--- config.mk ---
export PLATFORM = sky130hd
export DESIGN_NAME = line_unit_cfg_regs
export DESIGN_NICKNAME = d
export VERILOG_FILES = /design/src/core/line_unit_cfg_regs.v
export VERILOG_INCLUDE_DIRS = /design/src /design/src/core
export SDC_FILE = /design/constraint.sdc
export NUM_CORES = 1
export LEC_CHECK = 0
export ABC_CLOCK_PERIOD_IN_PS = 2390
export BUFFER_PORTS_ARGS = -buffer_cell sky130_fd_sc_hd__buf_2
export CAP_MARGIN = 15
export CORE_MARGIN = 3
export CORE_UTILIZATION = 45
export CTS_CLUSTER_SIZE = 24
export DETAILED_ROUTE_END_ITERATION = 8
export HOLD_SLACK_MARGIN = 0.05
export PLACE_DENSITY_LB_ADDON = 0.25
export REMOVE_ABC_BUFFERS = 1
export SLEW_MARGIN = 20
export SYNTH_ARGS = -nofsm -noshare
export SYNTH_HDL_FRONTEND = slang
export SYNTH_SLANG_ARGS = --single-unit
--- constraint.sdc ---
create_clock -name core_clk -period 2.39 [get_ports core_clk]
set_clock_uncertainty 0.2 [all_clocks]
set_input_delay 0.3585 -clock core_clk [delete_from_list [all_inputs] [get_ports core_clk]]
set_output_delay 0.3585 -clock core_clk [all_outputs]
set_load 0.01 [all_outputs]
--- src/core/line_unit_cfg_defs.vh ---
`ifndef LINE_UNIT_CFG_DEFS_VH
`define LINE_UNIT_CFG_DEFS_VH

// Global register offsets
`define OFS_SILICON_REVISION 8'h00
`define OFS_SOFT_RESET_TRIGGER 8'h01
`define OFS_GLOBAL_SETUP 8'h20
`define OFS_IRQ_SOURCE_CHANNEL 8'h21
// Local register offsets, channel one
`define OFS_LINE_IMPEDANCE_SELECT 8'h02
`define OFS_JITTER_ATTENUATOR_SETUP 8'h03
`define OFS_TRANSMIT_PATH_SETUP 8'h04
// Distance from channel one to channel two
`define OFS_CHANNEL_STRIDE 8'h20

// Global setup fields
`define GS_MONITOR_HI 7
`define GS_MONITOR_LO 6
`define GS_BROADCAST 3
`define GS_IRQ_DISABLE 2
`define GS_IRQ_STYLE_HI 1
`define GS_IRQ_STYLE_LO 0
`define GS_WRITE_MASK 8'hcf
`define GS_RESET_VAL 8'h04

// Line impedance fields
`define IMP_TX_HI 5
`define IMP_TX_LO 3
`define IMP_RX_HI 2
`define IMP_RX_LO 0
`define IMP_WRITE_MASK 8'h3f
`define IMP_RESET_VAL 8'h00

// Jitter attenuator fields
`define ATTENUATOR_LIMIT_MODE_BIT 5
`define JA_PLACE_HI 4
`define JA_PLACE_LO 3
`define JA_DEPTH_HI 2
`define JA_DEPTH_LO 1
`define JA_BW_BIT 0
`define JA_WRITE_MASK 8'h3f
`define JA_RESET_VAL 8'h20

// Transmit path fields
`define TX_POWER_DOWN_BIT 4
`define TX_POLARITY_BIT 3
`define TX_EDGE_BIT 2
`define TX_MODE_HI 1
`define TX_MODE_LO 0
`define TX_WRITE_MASK 8'h1f
`define TX_RESET_VAL 8'h00

// Soft reset timing
`define CLK_PERIOD_NS 4
`define SOFT_RESET_LIMIT_NS 1000
`define SOFT_RESET_LIMIT_CYC (`SOFT_RESET_LIMIT_NS / `CLK_PERIOD_NS)
`define SOFT_RESET_HOLD_CYC 8'h04

`endif

--- src/core/line_unit_cfg_regs.v ---
`timescale 1ns/10ps
`default_nettype none
`include "line_unit_cfg_defs.vh"

module line_unit_cfg_regs #(
	parameter [7:0] SILICON_REV = 8'ha5, // Arbitrary revision value
	parameter CHANNELS = 2
)(
	input wire core_clk,
	input wire sys_rst,
	input wire cs_n,
	input wire wr_n,
	input wire rd_n,
	input wire [7:0] addr,
	input wire [7:0] d_in,
	output reg [7:0] d_out,
	output reg d_oe,
	input wire [1:0] chan_irq_pending,
	output reg irq_out,
	output reg irq_oe,
	output reg mon_rx_path,
	output reg mon_tx_path,
	output reg [3:0] tx_term_sel,
	output reg [3:0] rx_term_sel,
	output reg [1:0] attenuator_limit_mode,
	output reg [1:0] ja_in_tx,
	output reg [1:0] ja_in_rx,
	output reg [3:0] ja_depth_sel,
	output reg [1:0] ja_bw_low,
	output reg [1:0] tx_powered_down,
	output reg [1:0] tx_driver_hiz,
	output reg [1:0] tx_data_invert,
	output reg [1:0] tx_sample_rising,
	output reg [1:0] tx_hdb3_en,
	output reg [1:0] tx_ami_en,
	output reg [1:0] tx_dual_rail
);

	// Termination code to 0:75 ohm, 1:120 ohm, 2:external, 3:reserved
	function [1:0] term_decode;
		input [2:0] code;
		begin
			if (code[2])
				term_decode = 2'h2;
			else if (code[1])
				term_decode = 2'h3;
			else
				term_decode = {1'b0, code[0]};
		end
	endfunction

	// Local decode: {valid, channel, register index}
	function [3:0] local_decode;
		input [7:0] a;
		reg [7:0] base;
		begin
			base = {3'h0, a[4:0]};
			local_decode = 4'h0;
			if (a[7:6] == 2'h0 && base >= `OFS_LINE_IMPEDANCE_SELECT
				&& base <= `OFS_TRANSMIT_PATH_SETUP)
			begin
				local_decode = {1'b1, a[5], base[1:0]};
			end
		end
	endfunction

	// Pin synchronisers, three stages each
	reg [2:0] cs_sy_q;
	reg [2:0] wr_sy_q;
	reg [2:0] rd_sy_q;
	// Filtered strobe levels, active low
	reg cs_st_n_q;
	reg wr_st_n_q;
	reg rd_st_n_q;
	reg wr_act_q; // Previous write-active level
	// Address and data pins, three stages each
	reg [7:0] addr_s1_q; // First stage, may be metastable
	reg [7:0] addr_s2_q; // Second stage
	reg [7:0] addr_s3_q; // Third stage
	reg [7:0] addr_q; // Accepted address
	reg [7:0] din_s1_q; // First stage, may be metastable
	reg [7:0] din_s2_q; // Second stage
	reg [7:0] din_s3_q; // Third stage
	reg [7:0] din_q; // Accepted write data

	// Global and per-channel storage
	reg [7:0] gs_q;
	reg [7:0] imp_q [0:1];
	reg [7:0] ja_q [0:1];
	reg [7:0] tx_q [0:1];
	reg [1:0] drv_hold_q; // Driver held floating since reset
	reg [7:0] srst_cnt_q; // Soft reset hold counter
	integer i;

	wire wr_act;
	wire rd_act;
	wire wr_take;
	wire srst_busy;
	wire rst_any;
	wire [3:0] lsel;
	wire irq_req;

	assign wr_act = ~cs_st_n_q & ~wr_st_n_q;
	assign rd_act = ~cs_st_n_q & ~rd_st_n_q;
	assign wr_take = wr_act & ~wr_act_q;
	assign srst_busy = (srst_cnt_q != 8'h00);
	assign rst_any = sys_rst | srst_busy;
	assign lsel = local_decode(addr_q);

	// Shift strobes through three flops, accept when stages two and three agree
	always @(posedge core_clk)
	begin
		if (sys_rst)
		begin
			cs_sy_q <= 3'h7;
			wr_sy_q <= 3'h7;
			rd_sy_q <= 3'h7;
			cs_st_n_q <= 1'b1;
			wr_st_n_q <= 1'b1;
			rd_st_n_q <= 1'b1;
			wr_act_q <= 1'b0;
		end
		else
		begin
			cs_sy_q <= {cs_sy_q[1:0], cs_n};
			wr_sy_q <= {wr_sy_q[1:0], wr_n};
			rd_sy_q <= {rd_sy_q[1:0], rd_n};
			if (cs_sy_q[1] == cs_sy_q[2])
				cs_st_n_q <= cs_sy_q[2];
			if (wr_sy_q[1] == wr_sy_q[2])
				wr_st_n_q <= wr_sy_q[2];
			if (rd_sy_q[1] == rd_sy_q[2])
				rd_st_n_q <= rd_sy_q[2];
			wr_act_q <= wr_act;
		end
	end

	// Address and data pins pass three flops like the strobes; a value
	// is accepted once stages two and three agree, on the same edge as
	// the filtered strobe level, so a write never sees a half-moved bus
	always @(posedge core_clk)
	begin
		if (sys_rst)
		begin
			addr_s1_q <= 8'h00;
			addr_s2_q <= 8'h00;
			addr_s3_q <= 8'h00;
			addr_q <= 8'h00;
			din_s1_q <= 8'h00;
			din_s2_q <= 8'h00;
			din_s3_q <= 8'h00;
			din_q <= 8'h00;
		end
		else
		begin
			addr_s1_q <= addr;
			addr_s2_q <= addr_s1_q;
			addr_s3_q <= addr_s2_q;
			din_s1_q <= d_in;
			din_s2_q <= din_s1_q;
			din_s3_q <= din_s2_q;
			// Bus settled over two samples
			if (addr_s2_q == addr_s3_q)
				addr_q <= addr_s3_q;
			if (din_s2_q == din_s3_q)
				din_q <= din_s3_q;
		end
	end

	// Soft reset: a write only starts the hold, nothing is stored
	always @(posedge core_clk)
	begin
		if (sys_rst)
			srst_cnt_q <= 8'h00;
		else if (wr_take && addr_q == `OFS_SOFT_RESET_TRIGGER)
			srst_cnt_q <= `SOFT_RESET_HOLD_CYC;
		else if (srst_busy)
			srst_cnt_q <= srst_cnt_q - 8'h01;
	end

	// Register writes, with broadcast copy to the other channel
	always @(posedge core_clk)
	begin
		if (rst_any)
		begin
			gs_q <= `GS_RESET_VAL;
			for (i = 0; i < CHANNELS; i = i + 1)
			begin
				imp_q[i] <= `IMP_RESET_VAL;
				ja_q[i] <= `JA_RESET_VAL;
				tx_q[i] <= `TX_RESET_VAL;
			end
			drv_hold_q <= 2'h3;
		end
		else if (wr_take)
		begin
			// Reserved bits are stored as zero
			if (addr_q == `OFS_GLOBAL_SETUP)
				gs_q <= din_q & `GS_WRITE_MASK;
			for (i = 0; i < CHANNELS; i = i + 1)
			begin
				// Addressed channel, or every channel in broadcast
				if (lsel[3] && (lsel[2] == i[0] ||
					gs_q[`GS_BROADCAST]))
				begin
					case (lsel[1:0])
						2'h2:
							imp_q[i] <= din_q & `IMP_WRITE_MASK;
						2'h3:
							ja_q[i] <= din_q & `JA_WRITE_MASK;
						2'h0:
						begin
							tx_q[i] <= din_q & `TX_WRITE_MASK;
							drv_hold_q[i] <= 1'b0;
						end
						default:
							imp_q[i] <= imp_q[i];
					endcase
				end
			end
		end
	end

	// Host read port: data driven while a read is stable
	always @(posedge core_clk)
	begin
		if (sys_rst)
		begin
			d_out <= 8'h00;
			d_oe <= 1'b0;
		end
		else
		begin
			d_oe <= rd_act;
			if (lsel[3])
			begin
				case (lsel[1:0])
					2'h2:
						d_out <= imp_q[lsel[2]];
					2'h3:
						d_out <= ja_q[lsel[2]];
					default:
						d_out <= tx_q[lsel[2]];
				endcase
			end
			else if (addr_q == `OFS_SILICON_REVISION)
				d_out <= SILICON_REV;
			else if (addr_q == `OFS_GLOBAL_SETUP)
				d_out <= gs_q;
			else if (addr_q == `OFS_IRQ_SOURCE_CHANNEL)
				d_out <= {6'h00, ~chan_irq_pending};
			else
				d_out <= 8'h00; // Unmapped and soft reset read zero
		end
	end

	// Interrupt request, gated by the global disable
	assign irq_req = ~gs_q[`GS_IRQ_DISABLE] & (|chan_irq_pending);

	// Interrupt pin style and global monitor outputs
	always @(posedge core_clk)
	begin
		if (rst_any)
		begin
			irq_out <= 1'b0;
			irq_oe <= 1'b0;
			mon_rx_path <= 1'b0;
			mon_tx_path <= 1'b0;
		end
		else
		begin
			if (!gs_q[`GS_IRQ_STYLE_LO])
			begin
				// Open drain, pulls low only when asserted
				irq_out <= 1'b0;
				irq_oe <= irq_req;
			end
			else
			begin
				// Push-pull, high bit picks active high
				irq_out <= gs_q[`GS_IRQ_STYLE_HI] ? irq_req : ~irq_req;
				irq_oe <= 1'b1;
			end
			mon_rx_path <= gs_q[`GS_MONITOR_LO] & ~gs_q[`GS_MONITOR_HI];
			mon_tx_path <= gs_q[`GS_MONITOR_LO] & gs_q[`GS_MONITOR_HI];
		end
	end

	// Per-channel decoded settings
	wire [3:0] tx_term_d;
	wire [3:0] rx_term_d;
	wire [3:0] ja_depth_d;
	genvar g;
	generate
		for (g = 0; g < CHANNELS; g = g + 1)
		begin : chan_dec
			assign tx_term_d[2*g+:2] =
				term_decode(imp_q[g][`IMP_TX_HI:`IMP_TX_LO]);
			assign rx_term_d[2*g+:2] =
				term_decode(imp_q[g][`IMP_RX_HI:`IMP_RX_LO]);
			// 0:128 bits, 1:64 bits, 2:32 bits
			assign ja_depth_d[2*g+:2] = ja_q[g][`JA_DEPTH_HI] ? 2'h2 :
				{1'b0, ja_q[g][`JA_DEPTH_LO]};
		end
	endgenerate

	// Per-channel output flops
	always @(posedge core_clk)
	begin
		if (rst_any)
		begin
			tx_term_sel <= 4'h0;
			rx_term_sel <= 4'h0;
			attenuator_limit_mode <= 2'h3;
			ja_in_tx <= 2'h0;
			ja_in_rx <= 2'h0;
			ja_depth_sel <= 4'h0;
			ja_bw_low <= 2'h0;
			tx_powered_down <= 2'h0;
			tx_driver_hiz <= 2'h3;
			tx_data_invert <= 2'h0;
			tx_sample_rising <= 2'h0;
			tx_hdb3_en <= 2'h3; // Default mode 00 is HDB3
			tx_ami_en <= 2'h0;
			tx_dual_rail <= 2'h0;
		end
		else
		begin
			tx_term_sel <= tx_term_d;
			rx_term_sel <= rx_term_d;
			ja_depth_sel <= ja_depth_d;
			for (i = 0; i < CHANNELS; i = i + 1)
			begin
				attenuator_limit_mode[i] <= ja_q[i][`ATTENUATOR_LIMIT_MODE_BIT];
				ja_in_tx[i] <= ja_q[i][`JA_PLACE_LO] &
					~ja_q[i][`JA_PLACE_HI];
				ja_in_rx[i] <= ja_q[i][`JA_PLACE_LO] &
					ja_q[i][`JA_PLACE_HI];
				ja_bw_low[i] <= ja_q[i][`JA_BW_BIT];
				tx_powered_down[i] <= tx_q[i][`TX_POWER_DOWN_BIT];
				tx_driver_hiz[i] <= drv_hold_q[i] |
					tx_q[i][`TX_POWER_DOWN_BIT];
				tx_data_invert[i] <= tx_q[i][`TX_POLARITY_BIT];
				tx_sample_rising[i] <= tx_q[i][`TX_EDGE_BIT];
				tx_hdb3_en[i] <= (tx_q[i][`TX_MODE_HI:`TX_MODE_LO]
					== 2'h0);
				tx_ami_en[i] <= (tx_q[i][`TX_MODE_HI:`TX_MODE_LO]
					== 2'h1);
				tx_dual_rail[i] <= tx_q[i][`TX_MODE_HI];
			end
		end
	end

endmodule // line_unit_cfg_regs
`default_nettype wire

== Yosys cells after proc, flatten, opt, wreduce, memory -nomap -nowiden ==
Memories as Yosys holds them, arrays and structs flattened.
Index checks and enable logic that the tools add are counted.
Operators by class
  equal/unequal tests: 12
  reductions and logical operators: 27
  bitwise operators: 33
  shift-type cells: 0
  multipliers: 0
  $add $sub $neg: 1
  $lt $le $gt $ge: 2
  div/mod/pow operators: 0
  muxes and demuxes: 66
Operators by type and width (number)
  8-bit 2-to-1 mux: 7
  1-bit 2-to-1 mux: 40
  2-bit 2-to-1 mux: 11
  2-bit OR reduction: 9
  8-bit by 6-bit == test with 1-bit output (second input constant): 2
  8-bit == test: 2
  8-bit one-hot mux with 2 select lines: 1
  6-bit 2-to-1 mux: 2
  1-bit inverter: 11
  1-bit bitwise OR: 11
  1-bit AND: 10
  5-bit 2-to-1 mux: 2
  8-bit by 1-bit == test with 1-bit output (second input constant): 1
  2-bit logical NOT: 4
  8-bit logical NOT: 1
  8-bit nonzero test: 1
  8-bit by 1-bit subtractor with 8-bit output (second input constant): 1
  3-bit 2-to-1 mux: 2
  3-bit AND reduction: 2
  5-bit by 2-bit >= comparator with 1-bit output (second input constant): 1
  5-bit by 3-bit <= comparator with 1-bit output (second input constant): 1
  1-bit logical AND: 5
  2-bit by 1-bit == test with 1-bit output (second input constant): 2
  2-bit == test (second input constant): 2
  other kinds (7): 10
Word-level totals
  bits in registers: 140
  bits in writable memories: 38
  input port bits: 23
  output and inout port bits: 47
  logic and storage cells: 190
  bits in read-only memories: 0
  bits in latches: 0
  memories: 3
Memories
  imp_q: words 2, bits a word 8, read ports 3, clocked after memory_dff 0, write ports 2, line line_unit_cfg_regs.v:88  | reg [7:0] imp_q [0:1];
  ja_q: words 2, bits a word 6, read ports 3, clocked after memory_dff 0, write ports 2, line line_unit_cfg_regs.v:89  | reg [7:0] ja_q [0:1];
  tx_q: words 2, bits a word 5, read ports 3, clocked after memory_dff 0, write ports 2, line line_unit_cfg_regs.v:90  | reg [7:0] tx_q [0:1];

== Depth between registers and ports, before layout ==
  depth after elaboration: 13
  mapped depth: 8
  gate-level depth less buffers: 6

== Least setup slack after synthesis ==
No wires, ideal clock.
  kind: reg2reg
  start: reg addr_q[0]
  end: mem imp_q[1][0] (enable)
  cell stages (with the launch flop): 7
  clock period less this slack: 2.340 ns
  setup time: 0.377 ns
  setup slack: 0.050 ns
  arrival: 1.763 ns
  buffers on the path: 2
  path through: dfxtp_1 > buf_6 > or4b_1 > buf_2 > nor2_4 > nand2_1 > o21ai_0
RTL lines
  start, declared: line line_unit_cfg_regs.v:80  | reg [7:0] addr_q;
  start signal, assigned: line line_unit_cfg_regs.v:164  | addr_q <= addr_s3_q;
  end, declared: line line_unit_cfg_regs.v:88

==> impl_metrics.tcl <==
set metrics [dict create \
    ys_seq_elements 174 \
    root_buffer "clkbuf_16" \
    ys_types 53 \
    arrival_ps 2210 \
    drt_iter0_drc 231 \
    ys_seq_area_share_pct 62.3 \
    synth_common_cells "140 x dfxtp_1, 51 x nor2b_1, 45 x nor2_1, 34 x edfxtp_1, 31 x o21ai_0" \
    dr.pass1.iters 4 \
    nFillCells 1123 \
    p_leak_nw 2.99 \
    drv_slew 0 \
    max_freq_mhz 442 \
    overflow 0 \
    ys_async_sr_fraction_pct 0 \
    clk_pin_slew_ps 60 \
    cts_tree "yes" \
    setup_viol 0 \
    swShare_pct 25.1 \
    outcome "finished, final reports clean" \
    criticalPathCategory "reg -> reg" \
    crit_fanout 22 \
    core_area_um2 13300 \
    syn-instance-count 551 \
    diodes 0 \
    startpoint_type "flop" \
    gp_congestion 0.933 \
    cp_data_required_time_ps 2340 \
    post_route_cells_drive_above_1_share_pct 21.2 \
    crit_chain "inv_1, ha_1, nor4b_4, and3_1, buf_4, nand2_1" \
    synth_edf_count 34 \
    post-route-drc-count 0 \
    synth_area_leaders "dfxtp_1 46%, edfxtp_1 17%, nor2b_1 5.2%" \
    pwr-share-clk_pct 38.0 \
    cap_violations 0 \
    synth_area_leader_cell "dfxtp_1" \
    pwr-share-seq_pct 49.2 \
    grt_pass1_vias 4013 \
    power_density_nw_per_um2 987 \
    io_buffers 69 \
    cts_num_sinks 174 \
    synth_top_area_share_pct 45.7 \
    finalCritPeriodShare_pct 94.7 \
    cts_resized 0 \
    syn2layout_area_growth_pct 22.9 \
    wire_per_inst_um 14.5 \
    num_vias 4170 \
    finalHoldWorstSlack_ps 130 \
    numCtsBuffers 17 \
    die_area_um2 15100 \
    grt_pass1_wl_mm 19.7 \
    cp_slowest_cell "nor4b_4" \
    grt_max_degree 82 \
    die_x_um 123 \
    worstMarginPinSlew_ps 784 \
    htreeDepth 4 \
    cp_slowest_stage_delay_ps 370 \
    slew_headroom_pct 47.2 \
    p_int_mw 5.58 \
    yosysWarnings 0 \
    fin_util_pct 56.8 \
    die_y_um 123 \
    antenna_left 0 \
    period_minus_slack_ps 2260 \
    start_util_pct 46.2 \
    p_comb_share_pct 12.8 \
    synth.most_common_cell "dfxtp_1" \
    p_sw_mw 1.87 \
    synthFlopType "dfxtp_1" \
    ioPinCount 70 \
    crit_path_end_kind "flop" \
    rows 42 \
    syn_area_per_cell_um2 11.1 \
    hold_path.class "in -> reg" \
    dpl.hpwl_mm 8.75 \
    cts_buffer_depth 2 \
    hold_viol 0 \
    antenna_found_initial 0 \
    synth_area_um2 6140 \
    clk_latency_ps 430 \
    grtUsageTotal_pct 17.3 \
    viasPerCell 4.96 \
    vdd_drop_max_uv 470 \
    wirelength_mm 12.2 \
    final_nets 676 \
    rsz0062_at_grt "no" \
]
layout by cell type (no fill, tap or decap), types with 4 or more instances in the layout:
| master | instances |
|---|---|
| dfxtp_1 | 140 |
| buf_2 | 69 |
| nor2b_1 | 51 |
| nor2_1 | 45 |
| edfxtp_1 | 34 |
| o21ai_0 | 31 |
| and2_1 | 28 |
| a21oi_1 | 25 |
| nand3_1 | 23 |
| xnor2_1 | 19 |
| clkbuf_16 | 19 |
| dlygate4sd3_1 | 19 |
| buf_4 | 19 |
| mux2i_1 | 16 |
| nor3_1 | 12 |
| or2_2 | 11 |
| nand2_1 | 10 |
| nand4_1 | 8 |
| or3_1 | 7 |
| nand2b_1 | 6 |
| and3_1 | 5 |
| inv_1 | 4 |
| and4_1 | 4 |
| nor3b_1 | 4 |
| mux2_2 | 4 |
power groups by stage:
stage,sequential [mW],combinational (mW),clock [mW]
after floorplan,3.65,0.582,0
after CTS,3.66,0.946,2.89
after detailed placement,3.72,0.917,0
after global routing,3.70,1.07,3.02
final,3.66,0.952,2.83
after global placement,3.71,0.883,0
worst max-delay path: cells and delay by family, from the launching register on:
kind	cells	cell delay, ps
adders and majority gates	1	240
buffers and inverters	2	330
DFF	1	330
and+or+nand+nor	3	880
cell type report:
class                           count  area, um2  area share, %
Timing Repair Buffer              107        678           8.99
Clock buffer                       23        492           6.52
Sequential cell                   174       3820           50.7
Multi-Input combinational cell    348       2190           29.0
Clock inverter                      9        130           1.72
Inverter                            4       15.0          0.199
Tap cell                          176        220           2.92
registers in the layout (all words and copies together) (netlist names), 3 cells and up:
register / count
cs_sy_q: 3
ja_depth_sel: 4
addr_s2_q: 8
din_s1_q: 8
imp_q: 12
ja_q: 12
addr_s1_q: 8
rx_term_sel: 4
gs_q: 6
din_s2_q: 8
tx_term_sel: 4
d_out: 8
din_s3_q: 8
din_q: 8
addr_q: 8
tx_q: 10
wr_sy_q: 3
rd_sy_q: 3
addr_s3_q: 8
srst_cnt_q: 8
cell families (layout without fill, tap and decap cells):
family | Yosys count | in the layout | synth area share [%]
AOI/OAI and AO/OA | 76 | 76 | 7.05
buffers and inverters | 29 | 143 | 2.08
DFF | 174 | 174 | 62.3
xor gates and xnor gates | 20 | 20 | 2.85
and+or+nand+nor | 231 | 231 | 22.2
adders and majority gates | 1 | 1 | 0.204
muxes | 20 | 20 | 3.34
final timing paths:
check / startpoint / end / slack, ps / depth (start not counted)
hold reg to reg: rd_sy_q[0] / rd_sy_q[1] / 210 / 1
hold / removal: sys_rst / d_out[1] / 130 / 3
setup / recovery: srst_cnt_q[0] / tx_q[0][3] / 130 / 6
setup reg to reg: srst_cnt_q[0] / tx_q[0][3] / 130 / 6
layer usage:
layer | track usage, % | vias up | wire, um
met2 | 27.3 | 121 | 5820
met4 | 9.10 | 0 | 315
met3 | 4.79 | 25 | 806
met5 | 0 | - | 0
met1 | 21.5 | 1919 | 5250
li1 | - | 2105 | -
through the flow:
step / TNS [ps] / setup slack (ps) / area, um2 / total power [mW] / std cells
3_3_place_gp: 0 / 246 / 6730 / 4.59 / 789
4_1_cts: 0 / 92.4 / 7540 / 7.49 / 840
2_1_floorplan: -328 / -33.6 / 6030 / 4.23 / 526
3_5_place_dp: 0 / 109 / 6730 / 4.64 / 789
6_report: 0 / 127 / 7550 / 7.45 / 841
5_1_grt: 0 / 2.74 / 7550 / 7.79 / 841
what timing repair did:
action                                  CTS  global route
setup buffers                             0             1
hold endpoints to repair                 19             0
hold buffers                             19             0
endpoints found under the setup margin    0             7
(Power assumes the default switching activity.)
